==> config.mk <==
export PLATFORM = sky130hd
export DESIGN_NAME = dvf_fmt
export DESIGN_NICKNAME = d
export VERILOG_FILES = /design/src/rtl/dvf_pkg.sv /design/src/rtl/dvf_act_mon.sv /design/src/rtl/dvf_fmt.sv /design/src/rtl/dvf_sync.sv
export VERILOG_INCLUDE_DIRS = /design/src /design/src/rtl
export SDC_FILE = /design/constraint.sdc
export NUM_CORES = 1
export LEC_CHECK = 0
export BUFFER_PORTS_ARGS = -buffer_cell sky130_fd_sc_hd__buf_2
export CAP_MARGIN = 20
export CORE_MARGIN = 2
export CORE_UTILIZATION = 56
export CTS_BUF_LIST = sky130_fd_sc_hd__clkbuf_8
export DETAILED_ROUTE_END_ITERATION = 16
export GPL_TIMING_DRIVEN = 0
export PLACE_DENSITY_LB_ADDON = 0.1
export SYNTH_ARGS = -nofsm -noshare
export SYNTH_HDL_FRONTEND = slang
export SYNTH_SLANG_ARGS = --single-unit
==> constraint.sdc <==
create_clock -name CORE_CLK -period 2.4 [get_ports CORE_CLK]
set_input_delay 0.72 -clock CORE_CLK [delete_from_list [all_inputs] [get_ports CORE_CLK]]
set_output_delay 0.72 -clock CORE_CLK [all_outputs]
set_load 0.005 [all_outputs]
==> src/rtl/dvf_cfg.svh <==
`ifndef DVF_CFG_SVH
`define DVF_CFG_SVH

// ==========================================================================
// Register map (byte addresses on the AXI4-Lite bus)
`define DVF_ADDR_W 4
`define DVF_OFS_CTRL 4'h0
`define DVF_OFS_STATUS 4'h4
`define DVF_OFS_IRQ_STAT 4'h8
`define DVF_OFS_IRQ_MASK 4'hc

// ==========================================================================
// Control register fields and reset values
`define DVF_CTRL_PIX_SEL 0
`define DVF_CTRL_STAGGER_SELECT_N_N 1
`define DVF_CTRL_EDGE_SEL 2
`define DVF_CTRL_PDO_N 3
`define DVF_CTRL_W 4
`define DVF_CTRL_RST 4'he

// ==========================================================================
// Status and interrupt fields
`define DVF_ST_LINK_ACT 0
`define DVF_ST_DE 1
`define DVF_IRQ_UP 0
`define DVF_IRQ_DOWN 1
`define DVF_IRQ_W 2
`define DVF_IRQ_MASK_RST 2'h0

// ==========================================================================
// AXI responses
`define DVF_RESP_OKAY 2'h0
`define DVF_RESP_SLVERR 2'h2

// ==========================================================================
// Timing: link is judged idle after this long without a data-enable toggle
`define DVF_CLK_PERIOD_NS 10
`define DVF_IDLE_TIME_NS 100000
`define DVF_IDLE_CYC (`DVF_IDLE_TIME_NS / `DVF_CLK_PERIOD_NS)

`endif

==> src/rtl/dvf_pkg.sv <==
package dvf_pkg;

    // Pixel phase within a two-pixel pair
    typedef enum logic {
        DVF_PH_EVEN,
        DVF_PH_ODD
    } dvf_phase_e;

    // One 24-bit pixel: red 23:16, green 15:8, blue 7:0
    typedef logic [23:0] dvf_pixel_t;

endpackage

==> src/rtl/dvf_act_mon.sv <==
`timescale 1ns/100ps

module dvf_act_mon #(
    parameter int IDLE_CYC = 10000
) (
    // Clock and reset
    input wire logic clk,
    input wire logic rst_n,
    // Synchronised data-enable
    input wire logic de,
    // Link activity
    output logic active
);

    localparam int CW = $clog2(IDLE_CYC + 1);

    logic de_prev_q;
    logic [CW-1:0] idle_q;

    if (IDLE_CYC < 2) begin : g_bad_idle
        $error("dvf_act_mon: IDLE_CYC must be at least 2");
    end

    // ======================================================================
    // Previous data-enable for toggle detection
    always_ff @(posedge clk) begin
        if (!rst_n) begin
            de_prev_q <= 1'b0;
        end else begin
            de_prev_q <= de;
        end
    end

    // Idle counter: cleared by each toggle, drops activity when it expires
    always_ff @(posedge clk) begin
        if (!rst_n) begin
            idle_q <= '0;
            active <= 1'b0;
        end else if (de != de_prev_q) begin
            idle_q <= '0;
            active <= 1'b1;
        end else if (idle_q == CW'(IDLE_CYC - 1)) begin
            active <= 1'b0;
        end else begin
            idle_q <= idle_q + 1'b1;
        end
    end

endmodule

==> src/rtl/dvf_fmt.sv <==
`timescale 1ns/100ps
`include "dvf_cfg.svh"

module dvf_fmt #(
    parameter int IDLE_CYC = `DVF_IDLE_CYC
) (
    // Clock and reset
    input wire logic CORE_CLK,
    input wire logic RSTN,
    // Decoded link, asynchronous to CORE_CLK
    input wire logic LINK_CLK,
    input wire logic DATA_ENABLE_IN,
    input wire logic [7:0] CH0_DATA,
    input wire logic [7:0] CH1_DATA,
    input wire logic [7:0] CH2_DATA,
    input wire logic [1:0] CH0_CTL,
    input wire logic CH1_CTL,
    input wire logic CH2_CTL,
    // Pixel output pins
    output dvf_pkg::dvf_pixel_t EVEN_PIXEL_BUS,
    output dvf_pkg::dvf_pixel_t ODD_PIXEL_BUS,
    output logic HSYNC,
    output logic VSYNC,
    output logic DATA_ENABLE,
    output logic CONTROL_BIT_ONE,
    output logic CONTROL_BIT_TWO,
    output logic PIXEL_OUT_CLOCK,
    output logic LINK_ACTIVE_FLAG,
    output logic PIX_OE_N,
    // Interrupt
    output logic IRQ,
    // AXI4-Lite write
    input wire logic [`DVF_ADDR_W-1:0] AWADDR,
    input wire logic AWVALID,
    output logic AWREADY,
    input wire logic [31:0] WDATA,
    input wire logic [3:0] WSTRB,
    input wire logic WVALID,
    output logic WREADY,
    output logic [1:0] BRESP,
    output logic BVALID,
    input wire logic BREADY,
    // AXI4-Lite read
    input wire logic [`DVF_ADDR_W-1:0] ARADDR,
    input wire logic ARVALID,
    output logic ARREADY,
    output logic [31:0] RDATA,
    output logic [1:0] RRESP,
    output logic RVALID,
    input wire logic RREADY
);
    import dvf_pkg::*;

    localparam int SW = 30;

    logic [SW-1:0] sync_s;
    logic [SW-1:0] prev_q;
    logic lclk_s;
    logic de_s;
    logic lclk_p;
    logic de_c;
    dvf_pixel_t pix_c;
    logic [3:0] ctl_c;
    logic rise;
    logic fall;
    logic act;
    logic [`DVF_CTRL_W-1:0] ctrl_q;
    logic [`DVF_IRQ_W-1:0] irq_stat_q;
    logic [`DVF_IRQ_W-1:0] irq_mask_q;
    logic act_prev_q;
    logic [`DVF_IRQ_W-1:0] irq_set;
    logic pix2;
    logic stagger_select_n;
    logic edge_sel;
    dvf_phase_e phase_q;
    logic de_last_q;
    logic eff_even;
    dvf_pixel_t even_hold_q;
    dvf_pixel_t st_even_q;
    dvf_pixel_t st_odd_q;
    logic st_de_q;
    logic [3:0] ctl_q;
    logic oclk_rise;
    logic oclk_fall;
    logic upd_even;
    logic upd_odd;
    logic wr_go;
    logic rd_clr;
    logic [31:0] rd_data;
    logic [1:0] rd_resp;
    logic [`DVF_ADDR_W-1:0] aw_q;
    logic [31:0] wd_q;
    logic ws_q;
    dvf_pixel_t odd_show_q;

    // ======================================================================
    // Link input crossing
    // Two flip-flops on every link input before any logic looks at it
    dvf_sync #(
        .WIDTH(SW)
    ) u_sync (
        .clk(CORE_CLK),
        .rst_n(RSTN),
        .d({LINK_CLK, DATA_ENABLE_IN, CH2_DATA, CH1_DATA, CH0_DATA,
            CH2_CTL, CH1_CTL, CH0_CTL}),
        .q(sync_s)
    );

    // One more stage so a capture sees data from just before the edge
    always_ff @(posedge CORE_CLK) begin
        if (!RSTN) begin
            prev_q <= '0;
        end else begin
            prev_q <= sync_s;
        end
    end

    assign lclk_s = sync_s[SW-1];
    assign de_s = sync_s[SW-2];
    assign lclk_p = prev_q[SW-1];
    assign de_c = prev_q[SW-2];
    assign pix_c = de_c ? prev_q[27:4] : '0;
    assign ctl_c = prev_q[3:0];
    assign rise = lclk_s & ~lclk_p;
    assign fall = ~lclk_s & lclk_p;

    // ======================================================================
    // Link activity
    dvf_act_mon #(
        .IDLE_CYC(IDLE_CYC)
    ) u_act (
        .clk(CORE_CLK),
        .rst_n(RSTN),
        .de(de_s),
        .active(act)
    );

    // ======================================================================
    // Mode selection from the control register
    assign pix2 = ctrl_q[`DVF_CTRL_PIX_SEL];
    assign stagger_select_n = pix2 & ~ctrl_q[`DVF_CTRL_STAGGER_SELECT_N_N];
    assign edge_sel = ctrl_q[`DVF_CTRL_EDGE_SEL];

    // First active pixel of a line is always the even one
    assign eff_even = (phase_q == DVF_PH_EVEN) | (de_c & ~de_last_q);

    // Phase of the pair and line start tracking
    always_ff @(posedge CORE_CLK) begin
        if (!RSTN) begin
            phase_q <= DVF_PH_EVEN;
            de_last_q <= 1'b0;
        end else if (rise) begin
            de_last_q <= de_c;
            if (!pix2 || !eff_even) begin
                phase_q <= DVF_PH_EVEN;
            end else begin
                phase_q <= DVF_PH_ODD;
            end
        end
    end

    // ======================================================================
    // Pixel staging: one pixel, or a completed even/odd pair
    always_ff @(posedge CORE_CLK) begin
        if (!RSTN) begin
            even_hold_q <= '0;
            st_even_q <= '0;
            st_odd_q <= '0;
            st_de_q <= 1'b0;
        end else if (rise) begin
            if (!pix2) begin
                st_even_q <= pix_c;
                st_odd_q <= '0;
                st_de_q <= de_c;
            end else if (eff_even) begin
                even_hold_q <= pix_c;
            end else begin
                st_even_q <= even_hold_q;
                st_odd_q <= pix_c;
                st_de_q <= de_c;
            end
        end
    end

    // Control bits sampled during blanking only, held through active video
    always_ff @(posedge CORE_CLK) begin
        if (!RSTN) begin
            ctl_q <= '0;
        end else if (rise && !de_c) begin
            ctl_q <= ctl_c;
        end
    end

    // ======================================================================
    // Output clock edges: follow the link clock, or half its rate in pairs
    always_comb begin
        if (pix2) begin
            oclk_rise = rise & eff_even;
            oclk_fall = rise & ~eff_even;
        end else begin
            oclk_rise = rise;
            oclk_fall = fall;
        end
    end

    // Data changes on the edge opposite the one the receiver latches on
    assign upd_even = edge_sel ? oclk_fall : oclk_rise;
    assign upd_odd = stagger_select_n ? (edge_sel ? oclk_rise : oclk_fall)
                          : upd_even;

    // Output clock
    always_ff @(posedge CORE_CLK) begin
        if (!RSTN) begin
            PIXEL_OUT_CLOCK <= 1'b0;
        end else if (oclk_rise) begin
            PIXEL_OUT_CLOCK <= 1'b1;
        end else if (oclk_fall) begin
            PIXEL_OUT_CLOCK <= 1'b0;
        end
    end

    // Even bus and control outputs
    always_ff @(posedge CORE_CLK) begin
        if (!RSTN) begin
            EVEN_PIXEL_BUS <= '0;
            DATA_ENABLE <= 1'b0;
            {CONTROL_BIT_TWO, CONTROL_BIT_ONE, VSYNC, HSYNC} <= 4'h0;
        end else if (upd_even) begin
            EVEN_PIXEL_BUS <= st_even_q;
            DATA_ENABLE <= st_de_q;
            {CONTROL_BIT_TWO, CONTROL_BIT_ONE, VSYNC, HSYNC} <= ctl_q;
        end
    end

    // Odd half of the pair now on the even bus, so a staggered odd
    // update trails its own even pixel instead of leading the next pair
    always_ff @(posedge CORE_CLK) begin
        if (!RSTN) begin
            odd_show_q <= '0;
        end else if (upd_even) begin
            odd_show_q <= st_odd_q;
        end
    end

    // Odd bus, low whenever one pixel per clock is chosen
    always_ff @(posedge CORE_CLK) begin
        if (!RSTN) begin
            ODD_PIXEL_BUS <= '0;
        end else if (!pix2) begin
            ODD_PIXEL_BUS <= '0;
        end else if (upd_odd) begin
            ODD_PIXEL_BUS <= stagger_select_n ? odd_show_q : st_odd_q;
        end
    end

    // Link flag and output enable of the releasable pins
    always_ff @(posedge CORE_CLK) begin
        if (!RSTN) begin
            LINK_ACTIVE_FLAG <= 1'b0;
            PIX_OE_N <= 1'b0;
        end else begin
            LINK_ACTIVE_FLAG <= act;
            PIX_OE_N <= ~ctrl_q[`DVF_CTRL_PDO_N];
        end
    end

    // ======================================================================
    // Interrupts: link up and link down, sticky, cleared by a read of the interrupt status register
    assign irq_set = {act_prev_q & ~act, act & ~act_prev_q};
    assign rd_clr = ARVALID & ARREADY & (ARADDR == `DVF_OFS_IRQ_STAT);

    always_ff @(posedge CORE_CLK) begin
        if (!RSTN) begin
            act_prev_q <= 1'b0;
            irq_stat_q <= '0;
            IRQ <= 1'b0;
        end else begin
            act_prev_q <= act;
            irq_stat_q <= (rd_clr ? '0 : irq_stat_q) | irq_set;
            IRQ <= |(irq_stat_q & irq_mask_q);
        end
    end

    // ======================================================================
    // AXI4-Lite write: address and data taken in either order
    assign wr_go = ~AWREADY & ~WREADY & ~BVALID;

    always_ff @(posedge CORE_CLK) begin
        if (!RSTN) begin
            AWREADY <= 1'b1;
            WREADY <= 1'b1;
            BVALID <= 1'b0;
            BRESP <= `DVF_RESP_OKAY;
        end else begin
            if (AWVALID && AWREADY) begin
                AWREADY <= 1'b0;
            end
            if (WVALID && WREADY) begin
                WREADY <= 1'b0;
            end
            if (wr_go) begin
                BVALID <= 1'b1;
                if (awaddr_ok(aw_q)) begin
                    BRESP <= `DVF_RESP_OKAY;
                end else begin
                    BRESP <= `DVF_RESP_SLVERR;
                end
            end else if (BVALID && BREADY) begin
                BVALID <= 1'b0;
                AWREADY <= 1'b1;
                WREADY <= 1'b1;
            end
        end
    end

    // Latched write address and data
    always_ff @(posedge CORE_CLK) begin
        if (!RSTN) begin
            aw_q <= '0;
            wd_q <= '0;
            ws_q <= 1'b0;
        end else begin
            if (AWVALID && AWREADY) begin
                aw_q <= AWADDR;
            end
            if (WVALID && WREADY) begin
                wd_q <= WDATA;
                ws_q <= WSTRB[0];
            end
        end
    end

    function automatic logic awaddr_ok(input logic [`DVF_ADDR_W-1:0] a);
        awaddr_ok = (a == `DVF_OFS_CTRL) || (a == `DVF_OFS_STATUS) ||
                    (a == `DVF_OFS_IRQ_STAT) || (a == `DVF_OFS_IRQ_MASK);
    endfunction

    // Writable registers, low byte lane only
    always_ff @(posedge CORE_CLK) begin
        if (!RSTN) begin
            ctrl_q <= `DVF_CTRL_RST;
            irq_mask_q <= `DVF_IRQ_MASK_RST;
        end else if (wr_go && ws_q) begin
            if (aw_q == `DVF_OFS_CTRL) begin
                ctrl_q <= wd_q[`DVF_CTRL_W-1:0];
            end else if (aw_q == `DVF_OFS_IRQ_MASK) begin
                irq_mask_q <= wd_q[`DVF_IRQ_W-1:0];
            end
        end
    end

    // ======================================================================
    // AXI4-Lite read
    always_comb begin
        rd_data = 32'h0;
        rd_resp = `DVF_RESP_OKAY;
        if (ARADDR == `DVF_OFS_CTRL) begin
            rd_data[`DVF_CTRL_W-1:0] = ctrl_q;
        end else if (ARADDR == `DVF_OFS_STATUS) begin
            rd_data[`DVF_ST_LINK_ACT] = act;
            rd_data[`DVF_ST_DE] = de_s;
        end else if (ARADDR == `DVF_OFS_IRQ_STAT) begin
            rd_data[`DVF_IRQ_W-1:0] = irq_stat_q;
        end else if (ARADDR == `DVF_OFS_IRQ_MASK) begin
            rd_data[`DVF_IRQ_W-1:0] = irq_mask_q;
        end else begin
            rd_resp = `DVF_RESP_SLVERR;
        end
    end

    always_ff @(posedge CORE_CLK) begin
        if (!RSTN) begin
            ARREADY <= 1'b1;
            RVALID <= 1'b0;
            RDATA <= 32'h0;
            RRESP <= `DVF_RESP_OKAY;
        end else if (ARVALID && ARREADY) begin
            ARREADY <= 1'b0;
            RVALID <= 1'b1;
            RDATA <= rd_data;
            RRESP <= rd_resp;
        end else if (RVALID && RREADY) begin
            RVALID <= 1'b0;
            ARREADY <= 1'b1;
        end
    end

endmodule

==> src/rtl/dvf_sync.sv <==
`timescale 1ns/100ps

module dvf_sync #(
    parameter int WIDTH = 1
) (
    // Clock and reset
    input wire logic clk,
    input wire logic rst_n,
    // Asynchronous input and its synchronised copy
    input wire logic [WIDTH-1:0] d,
    output logic [WIDTH-1:0] q
);

    logic [WIDTH-1:0] meta_q;

    if (WIDTH < 1) begin : g_bad_width
        $error("dvf_sync: WIDTH must be at least 1");
    end

    // ======================================================================
    // Two-stage synchroniser, one per bit
    genvar i;
    for (i = 0; i < WIDTH; i++) begin : g_bit
        always_ff @(posedge clk) begin
            if (!rst_n) begin
                meta_q[i] <= 1'b0;
                q[i] <= 1'b0;
            end else begin
                meta_q[i] <= d[i];
                q[i] <= meta_q[i];
            end
        end
    end

endmodule

Word level (Yosys, flattened, before mapping):

Cells that the tools add are included.

* muxes and demuxes: 41
* reductions and logical operators: 27
* bitwise operators: 29
* equality and inequality tests: 9
* add/subtract/negate cells: 1

Operators with widths (number)
* 24-bit two-way mux: 6
* 1-bit two-way mux: 24
* 2-bit two-way mux: 11
* 4-bit == test, second input constant: 4
* 14-bit by 1-bit adder with 14-bit output, second input constant: 1
* 14-bit == test, second input constant: 1
* 1-bit inverter: 14
* 1-bit AND: 12
* 4-bit by 3-bit == test with 1-bit output, second input constant: 2
* 4-bit zero test: 2
* 2-bit nonzero test: 4
* 1-bit logical AND: 7
* 2-bit AND reduction: 3
* 3-bit AND reduction: 2
* 1-bit logical OR: 4
* 2-bit OR reduction: 2
* 1-bit zero test: 3
* 2-bit AND: 1
* 2-bit inequality test, second input constant: 1
* 2-bit OR: 1
* 1-bit inequality test: 1
* 1-bit OR: 1

* input port bits: 81
* output and inout port bits: 98
* word-level logic and storage cells: 204
* register bits: 296

Longest topological paths before layout:

Gate-level depths: netlist (run 1).

* depth in word-level cells: 8
* depth in mapped cells: 8
* mapped depth without buffers: 6

Hierarchy:

From an unflattened synthesis (run 1), not the netlist that was laid out.

* cells, all modules: 1183
* area, all modules: 11299.6 um^2

Modules (own cells, without submodules)
* dvf_fmt: instances 1, area each 8909.8 um^2, cells each 977, sequential area each 4364.2 um^2
* dvf_sync: instances 1, area each 1666.6 um^2, cells each 126, sequential area each 1201.2 um^2
* dvf_act_mon: instances 1, area each 723.2 um^2, cells each 80, sequential area each 320.3 um^2

Worst setup path after synthesis (run 1):

No wires, ideal clock.

* kind: input-to-reg
* start: in RSTN
* end: reg st_odd_q[10]
* path slack: 513 ps
* data required time: 2339 ps
* stages on the path: 5
* library setup time: 61 ps
* path buffers: 2
* arrival: 1826 ps
* cells stage by stage: clkbuf_1 -> nand2_1 -> nor3_1 -> buf_2 -> a32o_1

RTL lines
* from (decl): RTL line dvf_fmt.sv:9 `input wire logic RSTN,`
* to (signal assigned): RTL line dvf_fmt.sv:179 `st_odd_q <= pix_c;`
* to (decl): RTL line dvf_fmt.sv:80 `dvf_pixel_t st_odd_q;`

Worst setup path after layout (run 1):

* start: reg prev_q[28]
* end: reg EVEN_PIXEL_BUS[19]

* word-level cells in the longest chain between the ends: 6
* elaborated cells between the ends (all ways): 8
* classes of those cells: mux: 3; bitwise: 5

RTL lines
* from (decl): RTL line dvf_fmt.sv:57 `logic [SW-1:0] prev_q;`
* from (signal assigned): RTL line dvf_fmt.sv:114 `prev_q <= sync_s;`
* 1-bit AND *: RTL line dvf_fmt.sv:145 `assign eff_even = (phase_q == DVF_PH_EVEN) | (de_c & ~de_last_q);`
* 1-bit OR *: RTL line dvf_fmt.sv:145
* 1-bit inverter: RTL line dvf_fmt.sv:199 `oclk_fall = rise & ~eff_even;`
* 1-bit AND: RTL line dvf_fmt.sv:199
* 1-bit two-way mux: RTL line dvf_fmt.sv:197 `if (pix2) begin`
* 1-bit two-way mux *: RTL line dvf_fmt.sv:207 `assign upd_even = edge_sel ? oclk_fall : oclk_rise;`
* to (signal assigned): RTL line dvf_fmt.sv:229 `EVEN_PIXEL_BUS <= st_even_q;`
* to (decl): RTL line dvf_fmt.sv:20 `output dvf_pkg::dvf_pixel_t EVEN_PIXEL_BUS,`

Every way passes the cells marked *; elsewhere a longest branch is shown, timed or not.
A chain may end at the register's enable or synchronous reset.

==> results.json, run 1 <==
{
  "synth_seq_cells": 293,
  "synth_compound_area_share_pct": 16.1,
  "viasPerCell": 5.16,
  "ctsResizeCount": 0,
  "grt_remaining_overflow": 0,
  "grt_pass1_vias": 7561,
  "r2r_slack_ns": 0.17,
  "criticalPathCategory": "reg2reg",
  "synth_edf_count": 0,
  "hold_class": "in2reg",
  "start_kind": "flip-flop",
  "drt_pass1_iterations": 5,
  "whs_endpoint": "u_sync.meta_q[20]",
  "drive_above_1_share_pct": 19.3,
  "async_reset_ff_share_pct": 0,
  "std_cell_rows": 50,
  "p_leak_nw": 5.18,
  "io_buffers": 116,
  "syn_area_per_cell_um2": 9.70,
  "finalHoldViolations": 0,
  "root_buffer": "clkbuf_8",
  "vias": 8250,
  "fin_tns_setup_ns": 0,
  "cts_setup_buffers": 0,
  "grt_max_degree": 12,
  "drc": 0,
  "yosysSeqAreaShare_pct": 54.2,
  "critPathArrivalTime_ns": 2.70,
  "syn_area_um2": 10800,
  "core-area_um2": 18800,
  "gp_congestion": 0.821,
  "fin_total_pwr_mw": 9.46,
  "die_w_um": 143,
  "drt_iter0_drc": 497,
  "worstHoldStart": "CH2_DATA[0]",
  "clock_sink_count": 293,
  "die_y_um": 143,
  "layout_commonest_cell": "dfxtp_1",
  "ios": 179,
  "clk_pin_slew_ns": 0.06,
  "ys.flop_type": "dfxtp_1",
  "area_growth_pct": 17.5,
  "rr_endpoint": "EVEN_PIXEL_BUS[19]",
  "fmax_mhz": 448,
  "fp.dieArea_um2": 20500,
  "antennaDiodeCount": 0,
  "numCtsBuffers": 46,
  "status": "completed",
  "synthDistinctLibCells": 51,
  "final_cell_mix": "dfxtp_1 (293), nand2_1 (159), buf_2 (136), nand3_1 (93), and2_1 (93)",
  "max-slew-margin-rel_pct": 50.1,
  "grt_usage_pct": 23.6,
  "setup_violations": 0,
  "worstPathMaxFanout": 10,
  "synthAdderAreaFrac_pct": 0.116,
  "antenna_left": 0,
  "finalCritPeriodShare_pct": 93.0,
  "max_slew.worst_pin.slew_ns": 0.749,
  "cts_buffer_depth": 3,
  "rsz0062_at_grt": "no",
  "worstPathRequired_ns": 2.87,
  "synth_xor_area_share_pct": 1.05,
  "synth_top_family_by_area": "simple AND/OR/NAND/NOR gates",
  "r2r_start": "prev_q[28]",
  "avgRoutedWirePerCell_um": 14.9,
  "syn_inst": 1116,
  "routed_wl_um": 23800,
  "insertion_delay_ns": 0.55,
  "reg2regPathDepth": 8,
  "synth_mux_area_share_pct": 3.19,
  "grt_pass1_wl_um": 38600,
  "hold_depth": 2,
  "antenna_found_initial": 0,
  "synthSimpleGateAreaFrac_pct": 19.6,
  "initial_core_util_pct": 57.5,
  "maxCapViolCount": 0,
  "hold_buffers": 0,
  "peakVddDrop_v": 0.000526,
  "finalNonFillerCells": 1600,
  "dp_cells": 1521,
  "maxSlewViolCount": 0,
  "end_kind": "flip-flop",
  "finalCriticalPeriod_ns": 2.23,
  "cts_tree": "built",
  "htreeDepth": 2,
  "ys_warn_count": 0,
  "power_density_nw_per_um2": 743,
  "finalNetCount": 1391,
  "skew_ns": 0.0187,
  "post-dp-hpwl_um": 17100
}
-- per-stage QoR --
stage	setup WS, ns	cell area [µm²]	utilization, %	hold WS (ns)
5_1_grt	0.0120	12700	67.6	0.357
6_report	0.168	12700	67.6	0.376
3_5_place_dp	-0.0676	11800	62.9	0.417
4_1_cts	0.169	12700	67.6	0.344
2_1_floorplan	0.513	10900	-	0.412
3_3_place_gp	-0.0477	11800	62.9	0.414
-- layer usage --
metal	wire, µm	global-route usage, %
met5	0	0
met4	487	7.71
met3	1380	3.82
met2	10400	36.1
met1	11600	34.0
-- Yosys cell counts, types with 15 or more instances --
library cell  number  share of area (%)
a211oi_2          21                2.4
a21boi_0          41                2.8
a32o_1            24                2.2
and2_1            93                5.4
buf_2             20               0.92
buf_4             32                2.2
clkbuf_1          58                2.0
dfxtp_1          293                 54
mux2i_1           30                2.8
nand2_1          159                5.5
nand3_1           93                4.3
nor2_1            18               0.62
nor2b_1           15               0.87
nor3_1            27                1.2
o211a_1           26                2.4
o211ai_1          24                1.7
o21ai_0           23                1.1
o21ai_1           40                1.8
-- worst max-delay path by stage --
stage,startpoint,end
3_3_place_gp,RSTN,st_odd_q[10]
6_report,prev_q[28],EVEN_PIXEL_BUS[19]
3_5_place_dp,RSTN,st_odd_q[14]
5_1_grt,prev_q[28],EVEN_PIXEL_BUS[19]
2_1_floorplan,RSTN,st_odd_q[10]
4_1_cts,prev_q[28],EVEN_PIXEL_BUS[19]
-- kinds of logic after synthesis --
group / Yosys count
and+or+nand+nor: 429
DFF: 293
AOI/OAI and AO/OA: 224
adders and majority gates: 1
xor gates and xnor gates: 13
muxes: 32
other: 1
buffers and inverters: 123
-- power by group --
part / switching (mW) / internal, mW / leakage [nW]
clock: 1.81 / 2.15 / 0.525
combinational: 0.259 / 0.194 / 2.27
sequential: 0.0623 / 4.98 / 2.38
-- critical path: stages, from the launching register on --
cell	delay (ns)
dfxtp_1	0.30
buf_4	0.20
nand2b_4	0.08
a21bo_2	0.22
a31oi_2	0.47
buf_2	0.36
buf_2	0.30
nand3_1	0.10
o21ai_1	0.12
-- state kept, by name, summed over array words and instances, names as in the netlist, 14 cells and up --
name	cells
even_hold_q	24
prev_q	30
u_act.idle_q	14
u_sync.q	30
u_sync.meta_q	30
EVEN_PIXEL_BUS	24
ODD_PIXEL_BUS	24
odd_show_q	24
st_odd_q	24
st_even_q	24
-- cell type report --
cell class | instances | area [µm²]
multi-input cells | 729 | 4450
clock buffers | 58 | 798
repair buffers | 116 | 581
plain buffers | 119 | 607
inverters | 4 | 15.0
well taps | 260 | 325
fillers | 1547 | 6100
flip-flops and latches | 293 | 5870
clock inverters | 21 | 82.6
No activity file was read; power rests on OpenSTA's default activity.
==> inputs of run 2 (changes only) <==
Settings changed: PLACE_DENSITY_LB_ADDON 0.1 to 0.2.
==> results.json, run 2 (same netlist as run 1, synthesis figures left out) <==
{
  "status": "completed",
  "criticalPathCategory": "reg2reg",
  "critPathArrivalTime_ns": 2.67,
  "grt_max_degree": 12,
  "peakVddDrop_v": 0.000501,
  "p_leak_nw": 5.16,
  "cts_setup_buffers": 0,
  "grt_pass1_wl_um": 38300,
  "std_cell_rows": 50,
  "antenna_found_initial": 0,
  "cp_common_cell": "clkbuf_1",
  "hold_class": "in2reg",
  "cts_buffer_depth": 3,
  "die_y_um": 143,
  "worst_path_largest_cell_delay_ns": 0.54,
  "cp_top_family": "compound AO/OA/AOI/OAI gates",
  "dp_cells": 1521,
  "finalNonFillerCells": 1598,
  "drt_pass1_iterations": 5,
  "finalCriticalPeriod_ns": 2.23,
  "max-slew-margin-rel_pct": 49.7,
  "fmax_mhz": 448,
  "skew_ns": 0.0173,
  "drt_iter0_drc": 522,
  "placed_cell_area_um2": 11800,
  "gp_congestion": 0.866,
  "drc": 0,
  "grt_remaining_overflow": 0,
  "antenna_left": 0,
  "worstPathMaxFanout": 10,
  "cts_tree": "built",
  "viasPerCell": 5.13,
  "reg.largest.list": "prev_q (30), u_sync.meta_q (30), u_sync.q (30)",
  "final_cell_mix": "dfxtp_1 (293), nand2_1 (159), buf_2 (136), nand3_1 (93), and2_1 (93)",
  "rsz0062_at_grt": "no",
  "power_density_nw_per_um2": 742,
  "setup_violations": 0,
  "area_growth_pct": 17.5,
  "avgRoutedWirePerCell_um": 14.7,
  "start_kind": "flip-flop",
  "finalNetCount": 1390,
  "routed_wl_um": 23500,
  "slowest_stage": "a21oi_1",
  "maxCapViolCount": 0,
  "clk_pin_slew_ns": 0.06,
  "vias": 8194,
  "p_sw_mw": 2.11,
  "crit_chain": "buf_4 > nand2b_4 > nand2_1 > a21oi_1 > nor2b_1 > clkbuf_1 > clkbuf_1 > a32o_1",
  "insertion_delay_ns": 0.55,
  "fp.dieArea_um2": 20500,
  "final_cell_area_um2": 12700,
  "maxSlewViolCount": 0,
  "root_buffer": "clkbuf_8",
  "whs_ns": 0.368,
  "grt_pass1_vias": 7701,
  "finalHoldViolations": 0,
  "critPathBufInv": 3,
  "sequentialPowerShare_pct": 53.3,
  "clock_sink_count": 293,
  "comb_power_share_pct": 4.8,
  "worstPathRequired_ns": 2.84,
  "antennaDiodeCount": 0,
  "htreeDepth": 2,
  "numCtsBuffers": 45,
  "switching_share_pct": 22.4,
  "drive_above_1_share_pct": 19.3,
  "power_frac_clock_pct": 41.9,
  "die_w_um": 143,
  "ios": 179,
  "end_kind": "flip-flop",
  "io_buffers": 116,
  "intPower_mw": 7.34,
  "finalCritPeriodShare_pct": 93.0,
  "initial_core_util_pct": 57.5,
  "core-area_um2": 18800,
  "place_ws_ns": -0.0388,
  "post-dp-hpwl_um": 16800,
  "fin_ws_ns": 0.167,
  "grt_usage_pct": 23.4,
  "layout_commonest_cell": "dfxtp_1",
  "max_slew.worst_pin.slew_ns": 0.754,
  "fin_tns_setup_ns": 0
}
-- run 2: power groups by stage --
stage | registers [mW] | logic, mW | clock network (mW)
floorplan | 5.13 | 0.306 | 0
global placement | 5.14 | 0.440 | 0
detailed placement | 5.15 | 0.447 | 0
CTS | 5.04 | 0.448 | 4.03
global route | 5.05 | 0.504 | 4.28
finish | 5.04 | 0.450 | 3.96
-- run 2: repair_timing --
item | CTS | global route
hold buffers | 0 | 0
setup endpoints to repair | 0 | 1
gates resized for setup | 0 | 1
-- run 2: final timing paths --
check                           slack (ns)  depth (start not counted)            from                 to
worst min-delay path                  0.37                          2  DATA_ENABLE_IN  u_sync.meta_q[28]
worst max register to register        0.17                          8      prev_q[28]        st_odd_q[5]
worst max-delay path                  0.17                          8      prev_q[28]        st_odd_q[5]
worst min register to register        0.43                          1    u_sync.q[18]         prev_q[18]
-- run 2: layer usage --
metal | vias up | part of all wire (%) | global-route usage (%)
met5 | - | 0 | 0
met4 | 0 | 1.6 | 6.93
met3 | 30 | 6.6 | 4.29
met2 | 255 | 45 | 37.0
met1 | 3730 | 47 | 32.6
li1 | 4179 | - | -
-- run 2: final cells by class --
type                       instances  area [µm²]
clock inverter                    22         118
buffer                           119         607
multi-input combinational        729        4460
timing repair buffer             116         581
inverter                           4        15.0
tap                              260         325
fill                            1559        6100
clock buffer                      55         757
sequential                       293        5870
-- run 2: per-stage QoR --
step                      utilization [%]  total power [mW]
after global placement               62.9              5.58
after floorplan                         -              5.43
after CTS                            67.5              9.52
final                                67.6              9.45
after global routing                 67.6              9.83
after detailed placement             62.9              5.59
==> inputs of run 3 (changes only) <==
Settings changed: MAX_ROUTING_LAYER set to met4, PLACE_DENSITY_LB_ADDON 0.2 to 0.3.
==> results.json, run 3 (same netlist as run 1, synthesis figures left out) <==
{
  "status": "completed",
  "grt_usage_pct": 24.0,
  "skew_ns": 0.0126,
  "grt_pass1_wl_um": 38000,
  "fin_tns_setup_ns": 0,
  "max_slew.worst_pin.slew_ns": 0.756,
  "die_y_um": 143,
  "hold_buffers": 0,
  "ctsResizeCount": 0,
  "clock_sink_count": 293,
  "rsz0062_at_grt": "no",
  "drive_above_1_share_pct": 18.9,
  "grt_pass1_vias": 7602,
  "power_density_nw_per_um2": 726,
  "area_growth_pct": 16.8,
  "fin_total_pwr_mw": 9.18,
  "reg.largest.list": "prev_q (30), u_sync.meta_q (30), u_sync.q (30)",
  "cts_buffer_depth": 3,
  "viasPerCell": 5.19,
  "root_buffer": "clkbuf_8",
  "die_w_um": 143,
  "dp_cells": 1521,
  "std_cell_rows": 50,
  "fp.dieArea_um2": 20500,
  "numCtsBuffers": 45,
  "io_buffers": 116,
  "place_ws_ns": -0.0212,
  "finalCritPeriodShare_pct": 94.3,
  "drc": 0,
  "clk_pin_slew_ns": 0.06,
  "grt_remaining_overflow": 0,
  "wl_met3_um": 1750,
  "cts_tree": "built",
  "antenna_found_initial": 0,
  "finalCriticalPeriod_ns": 2.26,
  "finalHoldViolations": 0,
  "gp_congestion": 0.870,
  "avgRoutedWirePerCell_um": 14.9,
  "finalNetCount": 1390,
  "htreeDepth": 2,
  "met2_length_um": 10900,
  "final_cell_area_um2": 12600,
  "cts_setup_buffers": 0,
  "antenna_left": 0,
  "fin_ws_ns": 0.136,
  "maxCapViolCount": 0,
  "end_kind": "flip-flop",
  "worstPathRequired_ns": 2.87,
  "final_cell_mix": "dfxtp_1 (293), nand2_1 (159), buf_2 (136), nand3_1 (93), and2_1 (93)",
  "start_kind": "flip-flop",
  "core-area_um2": 18800,
  "p_leak_nw": 5.13,
  "initial_core_util_pct": 57.5,
  "worstPathMaxFanout": 10,
  "wl_met1_um": 10600,
  "drt_iter0_drc": 469,
  "antennaDiodeCount": 0,
  "routed.top_layer": "met4",
  "grt_max_degree": 12,
  "placed_cell_area_um2": 11800,
  "peakVddDrop_v": 0.000507,
  "routed_wl_um": 23800,
  "post-dp-hpwl_um": 16800,
  "vias": 8278,
  "setup_violations": 0,
  "maxSlewViolCount": 0,
  "insertion_delay_ns": 0.55,
  "drt_pass1_iterations": 5,
  "critPathArrivalTime_ns": 2.74,
  "max-slew-margin-rel_pct": 49.6,
  "hold_class": "in2reg",
  "criticalPathCategory": "reg2reg",
  "finalNonFillerCells": 1596,
  "layout_commonest_cell": "dfxtp_1",
  "ios": 179,
  "fmax_mhz": 442
}
[run 3: final cells by class]
cell class,count,area [µm²]
fillers,1485,6180
flip-flops and latches,293,5870
multi-input cells,729,4450
clock buffers,51,702
plain buffers,119,607
repair buffers,116,581
well taps,260,325
clock inverters,24,100
inverters,4,15.0
[run 3: power by group]
part / switching (mW) / leakage, nW / internal (mW)
sequential: 0.0633 / 2.38 / 4.98
combinational: 0.258 / 2.27 / 0.194
clock: 1.76 / 0.481 / 1.92
total: 2.08 / 5.13 / 7.09
[run 3: routing by layer]
layer,vias up,GRT usage (%)
li1,4177,-
met1,3773,31.8
met2,285,38.2
met3,43,3.39
met4,0,7.45
met5,-,-
[run 3: path summary, 6_finish.rpt]
check,to,slack [ns],from,cells past startpoint
worst max register to register,EVEN_PIXEL_BUS[17],0.14,prev_q[28],8
worst min-delay path,u_sync.meta_q[13],0.37,CH1_DATA[1],2
worst max-delay path,EVEN_PIXEL_BUS[17],0.14,prev_q[28],8
worst min register to register,prev_q[11],0.42,u_sync.q[11],1
[run 3: worst max-delay path: stages, from the launching register on]
cell,delay [ns]
dfxtp_1,0.31
buf_4,0.19
nand2b_4,0.09
a21bo_2,0.22
a31oi_2,0.49
buf_2,0.38
buf_2,0.30
nand3_1,0.10
o21ai_1,0.11
[run 3: stage by stage]
| stage | hold slack, ns | utilization, % |
|---|---|---|
| 5_1_grt | 0.349 | 67.2 |
| 6_report | 0.373 | 67.2 |
| 2_1_floorplan | 0.412 | - |
| 4_1_cts | 0.346 | 67.2 |
| 3_3_place_gp | 0.416 | 62.9 |
| 3_5_place_dp | 0.417 | 62.9 |
